==> config.mk <==
export PLATFORM = sky130hd
export DESIGN_NAME = sodt_timer
export DESIGN_NICKNAME = d
export VERILOG_FILES = /design/src/hdl/sodt_pkg.sv /design/src/hdl/sodt_indicator.sv /design/src/hdl/sodt_timer.sv
export SDC_FILE = /design/constraint.sdc
export NUM_CORES = 1
export LEC_CHECK = 0
export BUFFER_PORTS_ARGS = -buffer_cell sky130_fd_sc_hd__buf_2
export CAP_MARGIN = 20
export CORE_AREA = 2 2 158 121
export DETAILED_ROUTE_END_ITERATION = 6
export DIE_AREA = 0 0 160 123
export GPL_TIMING_DRIVEN = 0
export PLACE_DENSITY = 0.62
export SETUP_SLACK_MARGIN = 0.2
export SLEW_MARGIN = 20
export SYNTH_ARGS = -nofsm -noshare
export SYNTH_HDL_FRONTEND = slang
export SYNTH_SLANG_ARGS = --single-unit
==> constraint.sdc <==
create_clock -name clk_i -period 4.2 [get_ports clk_i]
set_input_delay 0.63 -clock clk_i [delete_from_list [all_inputs] [get_ports clk_i]]
set_output_delay 0.63 -clock clk_i [all_outputs]
set_load 0.03 [all_outputs]
==> src/hdl/sodt_pkg.sv <==
// Function
// - Open mode select: non-retriggerable off-delay on deassert
// - Non-retriggerable off-delay runs full duration unless a config strobe aborts it
// - Off-delay modes: link asserts, outputs on promptly
// - Off-delay modes: timer expiry switches outputs off
// - Non-retriggerable reassert while timing: recoverable fault
// - Fault clears shortly after link deasserts post-expiry
// - Deassert during timing: fault clears at expiry
// - Strap to companion terminal selects retriggerable
// - Retriggerable reassert resets timer, outputs stay on
// - On-delay: outputs on after delay from assert
// - On-delay: outputs held until link deasserts
// - On-delay: early deassert cancels timing, outputs never switch on
// - Activity indicator flashes while any timer runs
// - On-delay early deassert zeroes timer, no fault
package sodt_pkg;
   localparam int unsigned CLK_HZ = 40_000_000;
   localparam int unsigned CYC_PER_MS = CLK_HZ / 1000;
   // Times in ms
   localparam int unsigned FAULT_CLR_MS = 50;
   localparam int unsigned FLASH_HALF_MS = 250;
   localparam int unsigned RED_HALF_MS = 150;
   localparam int unsigned FAULT_CLR_CYC = FAULT_CLR_MS * CYC_PER_MS;
   localparam int unsigned FLASH_HALF_CYC = FLASH_HALF_MS * CYC_PER_MS;
   localparam int unsigned RED_HALF_CYC = RED_HALF_MS * CYC_PER_MS;
   localparam int unsigned RED_FLASHES = 4;
   localparam int unsigned RED_PAUSE_SLOTS = 6;
   localparam int unsigned DELAY_W = 32;
   localparam logic [DELAY_W-1:0] DELAY_RST = 32'h0000_0001;

   typedef enum logic [1:0] {
      SODT_MODE_OFF_NRT = 2'h0,
      SODT_MODE_OFF_RT = 2'h1,
      SODT_MODE_ON_DLY = 2'h2
   } sodt_mode_e;

   typedef enum logic [3:0] {
      SODT_ST_IDLE = 4'h1,
      SODT_ST_ON = 4'h2,
      SODT_ST_OFF_RUN = 4'h4,
      SODT_ST_ON_RUN = 4'h8
   } sodt_state_e;

   typedef struct packed {
      sodt_mode_e mode;
      logic [DELAY_W-1:0] delay;
      logic valid;
   } sodt_cfg_s;

   typedef struct packed {
      logic outputs_on;
      logic timing;
      logic fault;
   } sodt_status_s;
endpackage

==> src/hdl/sodt_indicator.sv <==
`timescale 1ns/10ps
module sodt_indicator #(
   parameter int unsigned FLASH_HALF_CYC = sodt_pkg::FLASH_HALF_CYC,
   parameter int unsigned RED_HALF_CYC = sodt_pkg::RED_HALF_CYC,
   parameter int unsigned RED_FLASHES = sodt_pkg::RED_FLASHES,
   parameter int unsigned RED_PAUSE_SLOTS = sodt_pkg::RED_PAUSE_SLOTS
) (
   input wire logic clk_i,
   input wire logic rst_i,
   input wire logic link_i,
   input wire sodt_pkg::sodt_status_s status_i,
   output logic logic_in_led_o,
   output logic green_o,
   output logic red_o
);
   localparam int unsigned FW = $clog2(FLASH_HALF_CYC + 1);
   localparam int unsigned RW = $clog2(RED_HALF_CYC + 1);
   localparam int unsigned STEPS = 2 * RED_FLASHES + RED_PAUSE_SLOTS;
   localparam int unsigned SW = $clog2(STEPS + 1);

   logic [FW-1:0] flash_cnt_q;
   logic flash_q;
   logic [RW-1:0] red_cnt_q;
   logic [SW-1:0] step_q;
   wire flash_wrap = (flash_cnt_q == FW'(FLASH_HALF_CYC - 1));
   wire red_wrap = (red_cnt_q == RW'(RED_HALF_CYC - 1));
   wire step_last = (step_q == SW'(STEPS - 1));
   wire red_lit = status_i.fault && (step_q < SW'(2 * RED_FLASHES)) && !step_q[0];

   always_ff @(posedge clk_i) begin
      if (rst_i || !status_i.timing) begin
         flash_cnt_q <= '0;
         flash_q <= 1'b1;
      end else begin
         flash_cnt_q <= flash_wrap ? '0 : flash_cnt_q + 1'b1;
         if (flash_wrap) begin
            flash_q <= !flash_q;
         end
      end
   end

   // Burst of red flashes, then a dark pause, repeated
   always_ff @(posedge clk_i) begin
      if (rst_i || !status_i.fault) begin
         red_cnt_q <= '0;
         step_q <= '0;
      end else begin
         red_cnt_q <= red_wrap ? '0 : red_cnt_q + 1'b1;
         if (red_wrap) begin
            step_q <= step_last ? '0 : step_q + 1'b1;
         end
      end
   end

   always_ff @(posedge clk_i) begin
      if (rst_i) begin
         logic_in_led_o <= 1'b0;
         green_o <= 1'b0;
         red_o <= 1'b0;
      end else begin
         logic_in_led_o <= status_i.timing ? flash_q : link_i;
         green_o <= 1'b1;
         red_o <= red_lit;
      end
   end
endmodule // sodt_indicator

==> src/hdl/sodt_timer.sv <==
`timescale 1ns/10ps
module sodt_timer #(
   parameter int unsigned DELAY_W = sodt_pkg::DELAY_W,
   parameter int unsigned FAULT_CLR_CYC = sodt_pkg::FAULT_CLR_CYC,
   parameter int unsigned FLASH_HALF_CYC = sodt_pkg::FLASH_HALF_CYC,
   parameter int unsigned RED_HALF_CYC = sodt_pkg::RED_HALF_CYC
) (
   input wire logic clk_i,
   input wire logic rst_i,
   input wire logic logic_link_input_i,
   input wire logic mode_select_input_i,
   input wire logic on_delay_select_i,
   input wire logic config_i,
   input wire logic [DELAY_W-1:0] delay_setting_i,
   output logic safety_out_o,
   output logic timing_o,
   output logic fault_o,
   output logic configured_o,
   output sodt_pkg::sodt_mode_e mode_o,
   output logic logic_in_led_o,
   output logic power_fault_green_o,
   output logic power_fault_red_o
);
   localparam int unsigned CW = $clog2(FAULT_CLR_CYC + 1);

   function automatic logic sodt_reached(input logic [DELAY_W-1:0] cnt, input logic [DELAY_W-1:0] lim);
      sodt_reached = ({1'b0, cnt} + 1'b1) >= {1'b0, lim};
   endfunction

   sodt_pkg::sodt_cfg_s cfg_q;
   sodt_pkg::sodt_cfg_s cfg_d;
   sodt_pkg::sodt_state_e state_q;
   sodt_pkg::sodt_state_e state_d;
   sodt_pkg::sodt_status_s status_q;
   logic [DELAY_W-1:0] cnt_q;
   logic [DELAY_W-1:0] cnt_d;
   logic link_q;
   logic fault_q;
   logic fault_d;
   logic [CW-1:0] clr_cnt_q;

   wire link_rise = logic_link_input_i && !link_q;
   wire is_nrt = (cfg_q.mode == sodt_pkg::SODT_MODE_OFF_NRT);
   wire is_rt = (cfg_q.mode == sodt_pkg::SODT_MODE_OFF_RT);
   wire is_on_dly = (cfg_q.mode == sodt_pkg::SODT_MODE_ON_DLY);
   wire expired = sodt_reached(cnt_q, cfg_q.delay);
   wire off_run = (state_q == sodt_pkg::SODT_ST_OFF_RUN);
   wire off_expire = off_run && expired && !(is_rt && logic_link_input_i);
   wire fault_set = off_run && is_nrt && link_rise;
   wire fault_clr_expire = off_expire && !logic_link_input_i;
   wire clr_wait_run = fault_q && !off_run && !logic_link_input_i;
   wire clr_wait_done = clr_wait_run && (clr_cnt_q == CW'(FAULT_CLR_CYC - 1));
   wire outputs_d = (state_d == sodt_pkg::SODT_ST_ON) || (state_d == sodt_pkg::SODT_ST_OFF_RUN);
   wire timing_d = (state_d == sodt_pkg::SODT_ST_OFF_RUN) || (state_d == sodt_pkg::SODT_ST_ON_RUN);

   // Strap sampled only on the configuration strobe
   always_comb begin
      cfg_d = cfg_q;
      if (config_i) begin
         cfg_d.valid = 1'b1;
         cfg_d.delay = delay_setting_i;
         if (mode_select_input_i) begin
            cfg_d.mode = sodt_pkg::SODT_MODE_OFF_RT;
         end else if (on_delay_select_i) begin
            cfg_d.mode = sodt_pkg::SODT_MODE_ON_DLY;
         end else begin
            cfg_d.mode = sodt_pkg::SODT_MODE_OFF_NRT;
         end
      end
   end

   always_comb begin
      state_d = state_q;
      cnt_d = cnt_q;
      case (state_q)
         sodt_pkg::SODT_ST_IDLE: begin
            cnt_d = '0;
            // A fresh rise is needed, so expiry with the link held high stays off
            if (cfg_q.valid && link_rise) begin
               state_d = is_on_dly ? sodt_pkg::SODT_ST_ON_RUN : sodt_pkg::SODT_ST_ON;
            end
         end
         sodt_pkg::SODT_ST_ON: begin
            cnt_d = '0;
            if (!logic_link_input_i) begin
               state_d = is_on_dly ? sodt_pkg::SODT_ST_IDLE : sodt_pkg::SODT_ST_OFF_RUN;
            end
         end
         sodt_pkg::SODT_ST_OFF_RUN: begin
            cnt_d = cnt_q + 1'b1;
            if (is_rt && logic_link_input_i) begin
               state_d = sodt_pkg::SODT_ST_ON;
               cnt_d = '0;
            end else if (expired) begin
               state_d = sodt_pkg::SODT_ST_IDLE;
            end
         end
         sodt_pkg::SODT_ST_ON_RUN: begin
            cnt_d = cnt_q + 1'b1;
            if (!logic_link_input_i) begin
               state_d = sodt_pkg::SODT_ST_IDLE;
               cnt_d = '0;
            end else if (expired) begin
               state_d = sodt_pkg::SODT_ST_ON;
            end
         end
         default: begin
            state_d = sodt_pkg::SODT_ST_IDLE;
            cnt_d = '0;
         end
      endcase
      if (config_i) begin
         state_d = sodt_pkg::SODT_ST_IDLE;
         cnt_d = '0;
      end
   end

   // Set has priority over all three clear paths (expiry, wait done, config)
   always_comb begin
      fault_d = fault_q;
      if (fault_set) begin
         fault_d = 1'b1;
      end else if (fault_clr_expire || clr_wait_done || config_i) begin
         fault_d = 1'b0;
      end
   end

   always_ff @(posedge clk_i) begin
      if (rst_i) begin
         cfg_q <= '{mode: sodt_pkg::SODT_MODE_OFF_NRT, delay: sodt_pkg::DELAY_RST, valid: 1'b0};
         state_q <= sodt_pkg::SODT_ST_IDLE;
         cnt_q <= '0;
         link_q <= 1'b0;
         fault_q <= 1'b0;
      end else begin
         cfg_q <= cfg_d;
         state_q <= state_d;
         cnt_q <= cnt_d;
         link_q <= logic_link_input_i;
         fault_q <= fault_d;
      end
   end

   // Delay before auto-clear once the link is low again
   always_ff @(posedge clk_i) begin
      if (rst_i || !clr_wait_run || clr_wait_done) begin
         clr_cnt_q <= '0;
      end else begin
         clr_cnt_q <= clr_cnt_q + 1'b1;
      end
   end

   always_ff @(posedge clk_i) begin
      if (rst_i) begin
         status_q <= '0;
      end else begin
         status_q.outputs_on <= outputs_d;
         status_q.timing <= timing_d;
         status_q.fault <= fault_d;
      end
   end

   assign safety_out_o = status_q.outputs_on;
   assign timing_o = status_q.timing;
   assign fault_o = status_q.fault;
   assign configured_o = cfg_q.valid;
   assign mode_o = cfg_q.mode;

   sodt_indicator #(
      .FLASH_HALF_CYC(FLASH_HALF_CYC),
      .RED_HALF_CYC(RED_HALF_CYC),
      .RED_FLASHES(sodt_pkg::RED_FLASHES),
      .RED_PAUSE_SLOTS(sodt_pkg::RED_PAUSE_SLOTS)
   ) u_indicator (
      .clk_i(clk_i),
      .rst_i(rst_i),
      .link_i(link_q),
      .status_i(status_q),
      .logic_in_led_o(logic_in_led_o),
      .green_o(power_fault_green_o),
      .red_o(power_fault_red_o)
   );
endmodule // sodt_timer

==> run summary <==
CRITICAL PATH
--------------------------------------------------------------------------------------
Reg2reg start                                                             cnt_q[5]$_SDFF_PP0_
Signal arrival time at the worst endpoint                                      4.04 ns
CP Max Fanout                                                                        7
Crit-path slowest cell                                                    sky130_fd_sc_hd__or4_1
Count of buffering cells on the critical path with inverters included                1
Sort of element at the start of the critical path                             register
Critical path class                                                       register to register
Top delay family on crit path                                             simple AND/OR/NAND/NOR gates
Maximum single-stage delay on the critical path                                0.55 ns
Register-to-Register Path Depth                                                     13
Worst reg2reg endpoint                                                    timing_o$_SDFF_PP0_
Most frequent CP cell                                                     sky130_fd_sc_hd__nand4_1
Crit-path cells                                                           nand4_1 > or4_1 > buf_6 > nor3_4 > nand2_2 > xnor2_2 > ha_1 > nand4_1 > nor4_4 > nand4_1 > a31oi_4 > nor3_1 > o31a_1
Setup slack on the worst flop-to-flop path                                     0.46 ns
Endpoint class of the critical path                                           register
Data required, critical path                                                   4.50 ns

FINISH
--------------------------------------------------------------------------------------
Share of layout cells above drive strength 1                                     10.6%
Post-route non-filler standard cell count                                         1136
Filler cell count                                                                 1820
Area delta synth->final                                                          16.2%
Final layout net count                                                             952
Cell area after layout                                                      8310 sq um
Number of antenna cells inserted                                                     0

CTS
--------------------------------------------------------------------------------------
Clock transition at the registers of the reported paths                        0.06 ns
Clock tree from TritonCTS                                                         done
Cell at the root of the clock tree                                        sky130_fd_sc_hd__clkbuf_16
Clock latency at the later pin of the worst-skew pair                          0.42 ns
Buffers from clock root to sink, at most                                             2
H-tree levels                                                                        4
Count of hold buffers inserted by post-cts repair                                    0
Number of buffers created by CTS                                                    17
Clk sink count                                                                     151

DETAILED ROUTING
--------------------------------------------------------------------------------------
Starting DRT DRC Count                                                             229
Vias after detailed routing                                                       5410
Via-per-instance ratio                                                            4.76
Post-route antenna net violation count                                               0
Post-route DRC                                                                       0
First drt pass iteration count                                                       5
Routed wire length                                                            14000 um
Average detailed-routed wire length per instance                               12.3 um

TIMING
--------------------------------------------------------------------------------------
Share of the clock period used by the worst path after layout                    88.9%
Maximum achievable frequency                                                   268 MHz
Final number of hold-violating endpoints                                             0
Worst max-slew margin expressed relative to the limit                            46.1%
Post-layout minimum cycle time                                                 3.74 ns
Unrepaired setup endpoints after global routing                                  false
Worst clock skew                                                            0.00666 ns
Slew at the pin closest to its max-slew limit                                 0.807 ns
Final setup vio count                                                                0
Setup TNS Final                                                                   0 ns
Final slew viol count                                                                0

SYNTH
--------------------------------------------------------------------------------------
Number of enable flip-flop cells after synthesis                                     0
Netlist cell types                                                                  57
Number of nets in the synthesized netlist                                          887
Async S/R FF share, synth                                                           0%
Yosys Warn Count                                                                     0
Cell count after synthesis                                                         813
Flip-flop cell with the highest count after synthesis                     sky130_fd_sc_hd__dfxtp_1
Total of flip-flops plus latches after synthesis                                   151
Average footprint of a synthesized cell                                     8.79 sq um
Sequential fraction of the synthesis area                                        42.3%
Post-synth design cell area                                                 7150 sq um

POWER AND IR DROP
--------------------------------------------------------------------------------------
Switching part of the total power                                                20.9%
Pwr dens                                                                   367 nW/um^2
Leakage power total                                                            3.11 nW
Proportion of power drawn by combinational gates                                  4.3%
Register share of total power                                                    48.2%
Peak ir drop on the vdd network                                             0.000199 V
Switching Power                                                             0.000637 W
Clock network fraction of design power                                           47.6%
Internal power                                                               0.00241 W

PLACED DESIGN
--------------------------------------------------------------------------------------
Total instance count after detailed placement                                     1104
Count of input and output buffers                                                   44
Standard cell area after detailed placement                                 7680 sq um
Weighted congestion reported at the end of routability-driven placement          0.770
Detailed placement HPWL                                                       10300 um

OUTCOME
--------------------------------------------------------------------------------------
Outcome                                                                   finished, final reports clean

WORST HOLD PATH
--------------------------------------------------------------------------------------
End point of the worst hold path                                          cfg_q[21]$_SDFFE_PP0P_
Type of the worst min-delay path                                          input pin to register
Hold path cells                                                                      3
Hold path startpoint                                                      delay_setting_i[20]

FLOORPLAN
--------------------------------------------------------------------------------------
Die Ht                                                                          123 um
I/O pin total                                                                       47
Die area                                                                   19700 sq um
Area inside the core boundary                                              18200 sq um
Number of placement rows                                                            43
Initial Util                                                                     39.3%
Die X-Extent                                                                    160 um

GLOBAL ROUTE
--------------------------------------------------------------------------------------
Number of global-route vias before repair                                         5112
Number of antenna violations at the first check in global routing                    0
First-pass GRT wire length                                                    24200 um
Overall overflow remaining after global route                                        0
Largest net degree at the start of global routing                                   17
Gr usage total                                                                   15.2%

RUN
--------------------------------------------------------------------------------------
Maximum capacitance violations                                                       0

-- layer usage --
metal	global-route usage (%)	share of wire, %	vias up
li1	-	-	2880
met2	23.2	41	79
met1	21.3	53	2434
met5	0	0	-
met3	3.42	3.9	17
met4	5.57	1.5	0
-- worst register-to-register path: cells and delay by family, from the launching register on --
family | cells | cell delay, ns
AOI/OAI and AO/OA | 2 | 0.56
xor gates and xnor gates | 1 | 0.15
adders and majority gates | 1 | 0.31
buffers and inverters | 1 | 0.16
DFF | 1 | 0.41
and+or+nand+nor | 8 | 2.03
-- repair_timing --
| item | 4_1_cts | 5_1_grt |
|---|---|---|
| resized for setup | 5 | 9 |
| hold endpoints to repair | 0 | 0 |
| pin swaps | 1 | 5 |
| endpoints found under the setup margin | 7 | 6 |
| setup buffers | 0 | 2 |
-- power by group through the flow --
stage | clock, W | sequential [W] | combinational [W]
finish | 0.00145 | 0.00147 | 0.000131
global route | 0.00156 | 0.00147 | 0.000150
CTS | 0.00149 | 0.00147 | 0.000131
detailed placement | 0 | 0.00150 | 0.000126
global placement | 0 | 0.00150 | 0.000125
floorplan | 0 | 0.00150 | 0.0000827
-- sequential cells by signal, indices dropped and copies added (netlist names) --
signal                      count
cfg_q                          32
clr_cnt_q                      21
cnt_q                          32
configured_o                    1
fault_o                         1
link_q                          1
mode_o                          2
safety_out_o                    1
state_q                         4
timing_o                        1
u_indicator.flash_cnt_q        24
u_indicator.flash_q             1
u_indicator.green_o             1
u_indicator.logic_in_led_o      1
u_indicator.red_cnt_q          23
u_indicator.red_o               1
u_indicator.step_q              4
-- cell usage after synthesis (3+ instances only) --
cell type                  instances  area, sq um
sky130_fd_sc_hd__xor2_1           45          394
sky130_fd_sc_hd__clkbuf_1         15         56.3
sky130_fd_sc_hd__nand3b_1          4         30.0
sky130_fd_sc_hd__or3_1             5         31.3
sky130_fd_sc_hd__nand2b_1          6         37.5
sky130_fd_sc_hd__nor4b_1           3         26.3
sky130_fd_sc_hd__ha_1             36          450
sky130_fd_sc_hd__o21ai_0          11         55.1
sky130_fd_sc_hd__nand3_1          41          205
sky130_fd_sc_hd__or4_1             4         30.0
sky130_fd_sc_hd__nor3b_1           3         22.5
sky130_fd_sc_hd__nor2b_1          34          213
sky130_fd_sc_hd__buf_1             4         15.0
sky130_fd_sc_hd__xnor2_1          44          385
sky130_fd_sc_hd__inv_1            45          169
sky130_fd_sc_hd__dfxtp_1         151         3020
sky130_fd_sc_hd__nand4_1          27          169
sky130_fd_sc_hd__nor3_1           14         70.1
sky130_fd_sc_hd__nor2_1          136          510
sky130_fd_sc_hd__and4_1            6         52.6
sky130_fd_sc_hd__buf_2             3         15.0
sky130_fd_sc_hd__mux2i_1          34          340
sky130_fd_sc_hd__a21oi_1          24          120
sky130_fd_sc_hd__nand4b_1          3         26.3
sky130_fd_sc_hd__nor4_1           12         75.1
sky130_fd_sc_hd__nand2_1          49          184
sky130_fd_sc_hd__and3_1           15         93.8
-- kinds of logic after synthesis --
group / Yosys count / share of synthesized area (%)
XOR/XNOR: 91 / 11.4
multiplexers: 34 / 4.76
flip-flops: 151 / 42.3
buffers and inverters: 69 / 3.78
adder cells (fa/ha/maj): 36 / 6.30
AND/OR/NAND/NOR: 379 / 27.0
AO/OA/AOI/OAI: 53 / 4.53
-- cell usage in the layout (no fill, tap or decap), drive strengths merged, types with 3 or more instances in the layout --
cell	instances
a21oi	24
and4	6
dfxtp	151
buf	55
nand2	50
and3	15
nor2	136
nor3	15
nand4	28
nand4b	3
and2	4
inv	45
nor3b	3
o21ai	12
xnor2	46
nor4	13
xor2	45
nor2b	34
ha	36
nand3b	5
nand2b	6
nand3	42
or3	5
nor4b	4
mux2i	34
clkbuf	41
or4	4
-- area by class of cell --
type	instances	area [sq um]	share of cell area, %
Multi-Input combinational cell	593	3910	47.1
Sequential cell	151	3030	36.5
Clock buffer	26	479	5.77
Tap cell	247	309	3.72
Timing Repair Buffer	46	235	2.83
Inverter	45	169	2.03
Buffer	24	108	1.30
Clock inverter	4	70.1	0.844
-- through the flow --
step / util [%] / power (W) / setup WS, ns / hold slack, ns
floorplan: - / 0.00158 / 0.635 / 0.413
global placement: 42.2 / 0.00162 / -0.230 / 0.429
detailed placement: 42.2 / 0.00163 / -0.241 / 0.441
CTS: 45.4 / 0.00309 / 0.314 / 0.428
global route: 45.7 / 0.00318 / 0.239 / 0.440
finish: 45.7 / 0.00305 / 0.465 / 0.442
-- how the worst max path moves through the flow --
stage / startpoint / to / slack, ns / depth (start not counted)
after floorplan: cnt_q[0]$_SDFF_PP0_ / timing_o$_SDFF_PP0_ / 0.64 / 14
after global placement: cnt_q[0]$_SDFF_PP0_ / timing_o$_SDFF_PP0_ / -0.23 / 14
after detailed placement: cnt_q[0]$_SDFF_PP0_ / timing_o$_SDFF_PP0_ / -0.24 / 14
after CTS: cnt_q[0]$_SDFF_PP0_ / timing_o$_SDFF_PP0_ / 0.31 / 14
after global routing: cnt_q[5]$_SDFF_PP0_ / timing_o$_SDFF_PP0_ / 0.24 / 13
final: cnt_q[5]$_SDFF_PP0_ / timing_o$_SDFF_PP0_ / 0.46 / 13
Power figures use the tool's default switching activity.
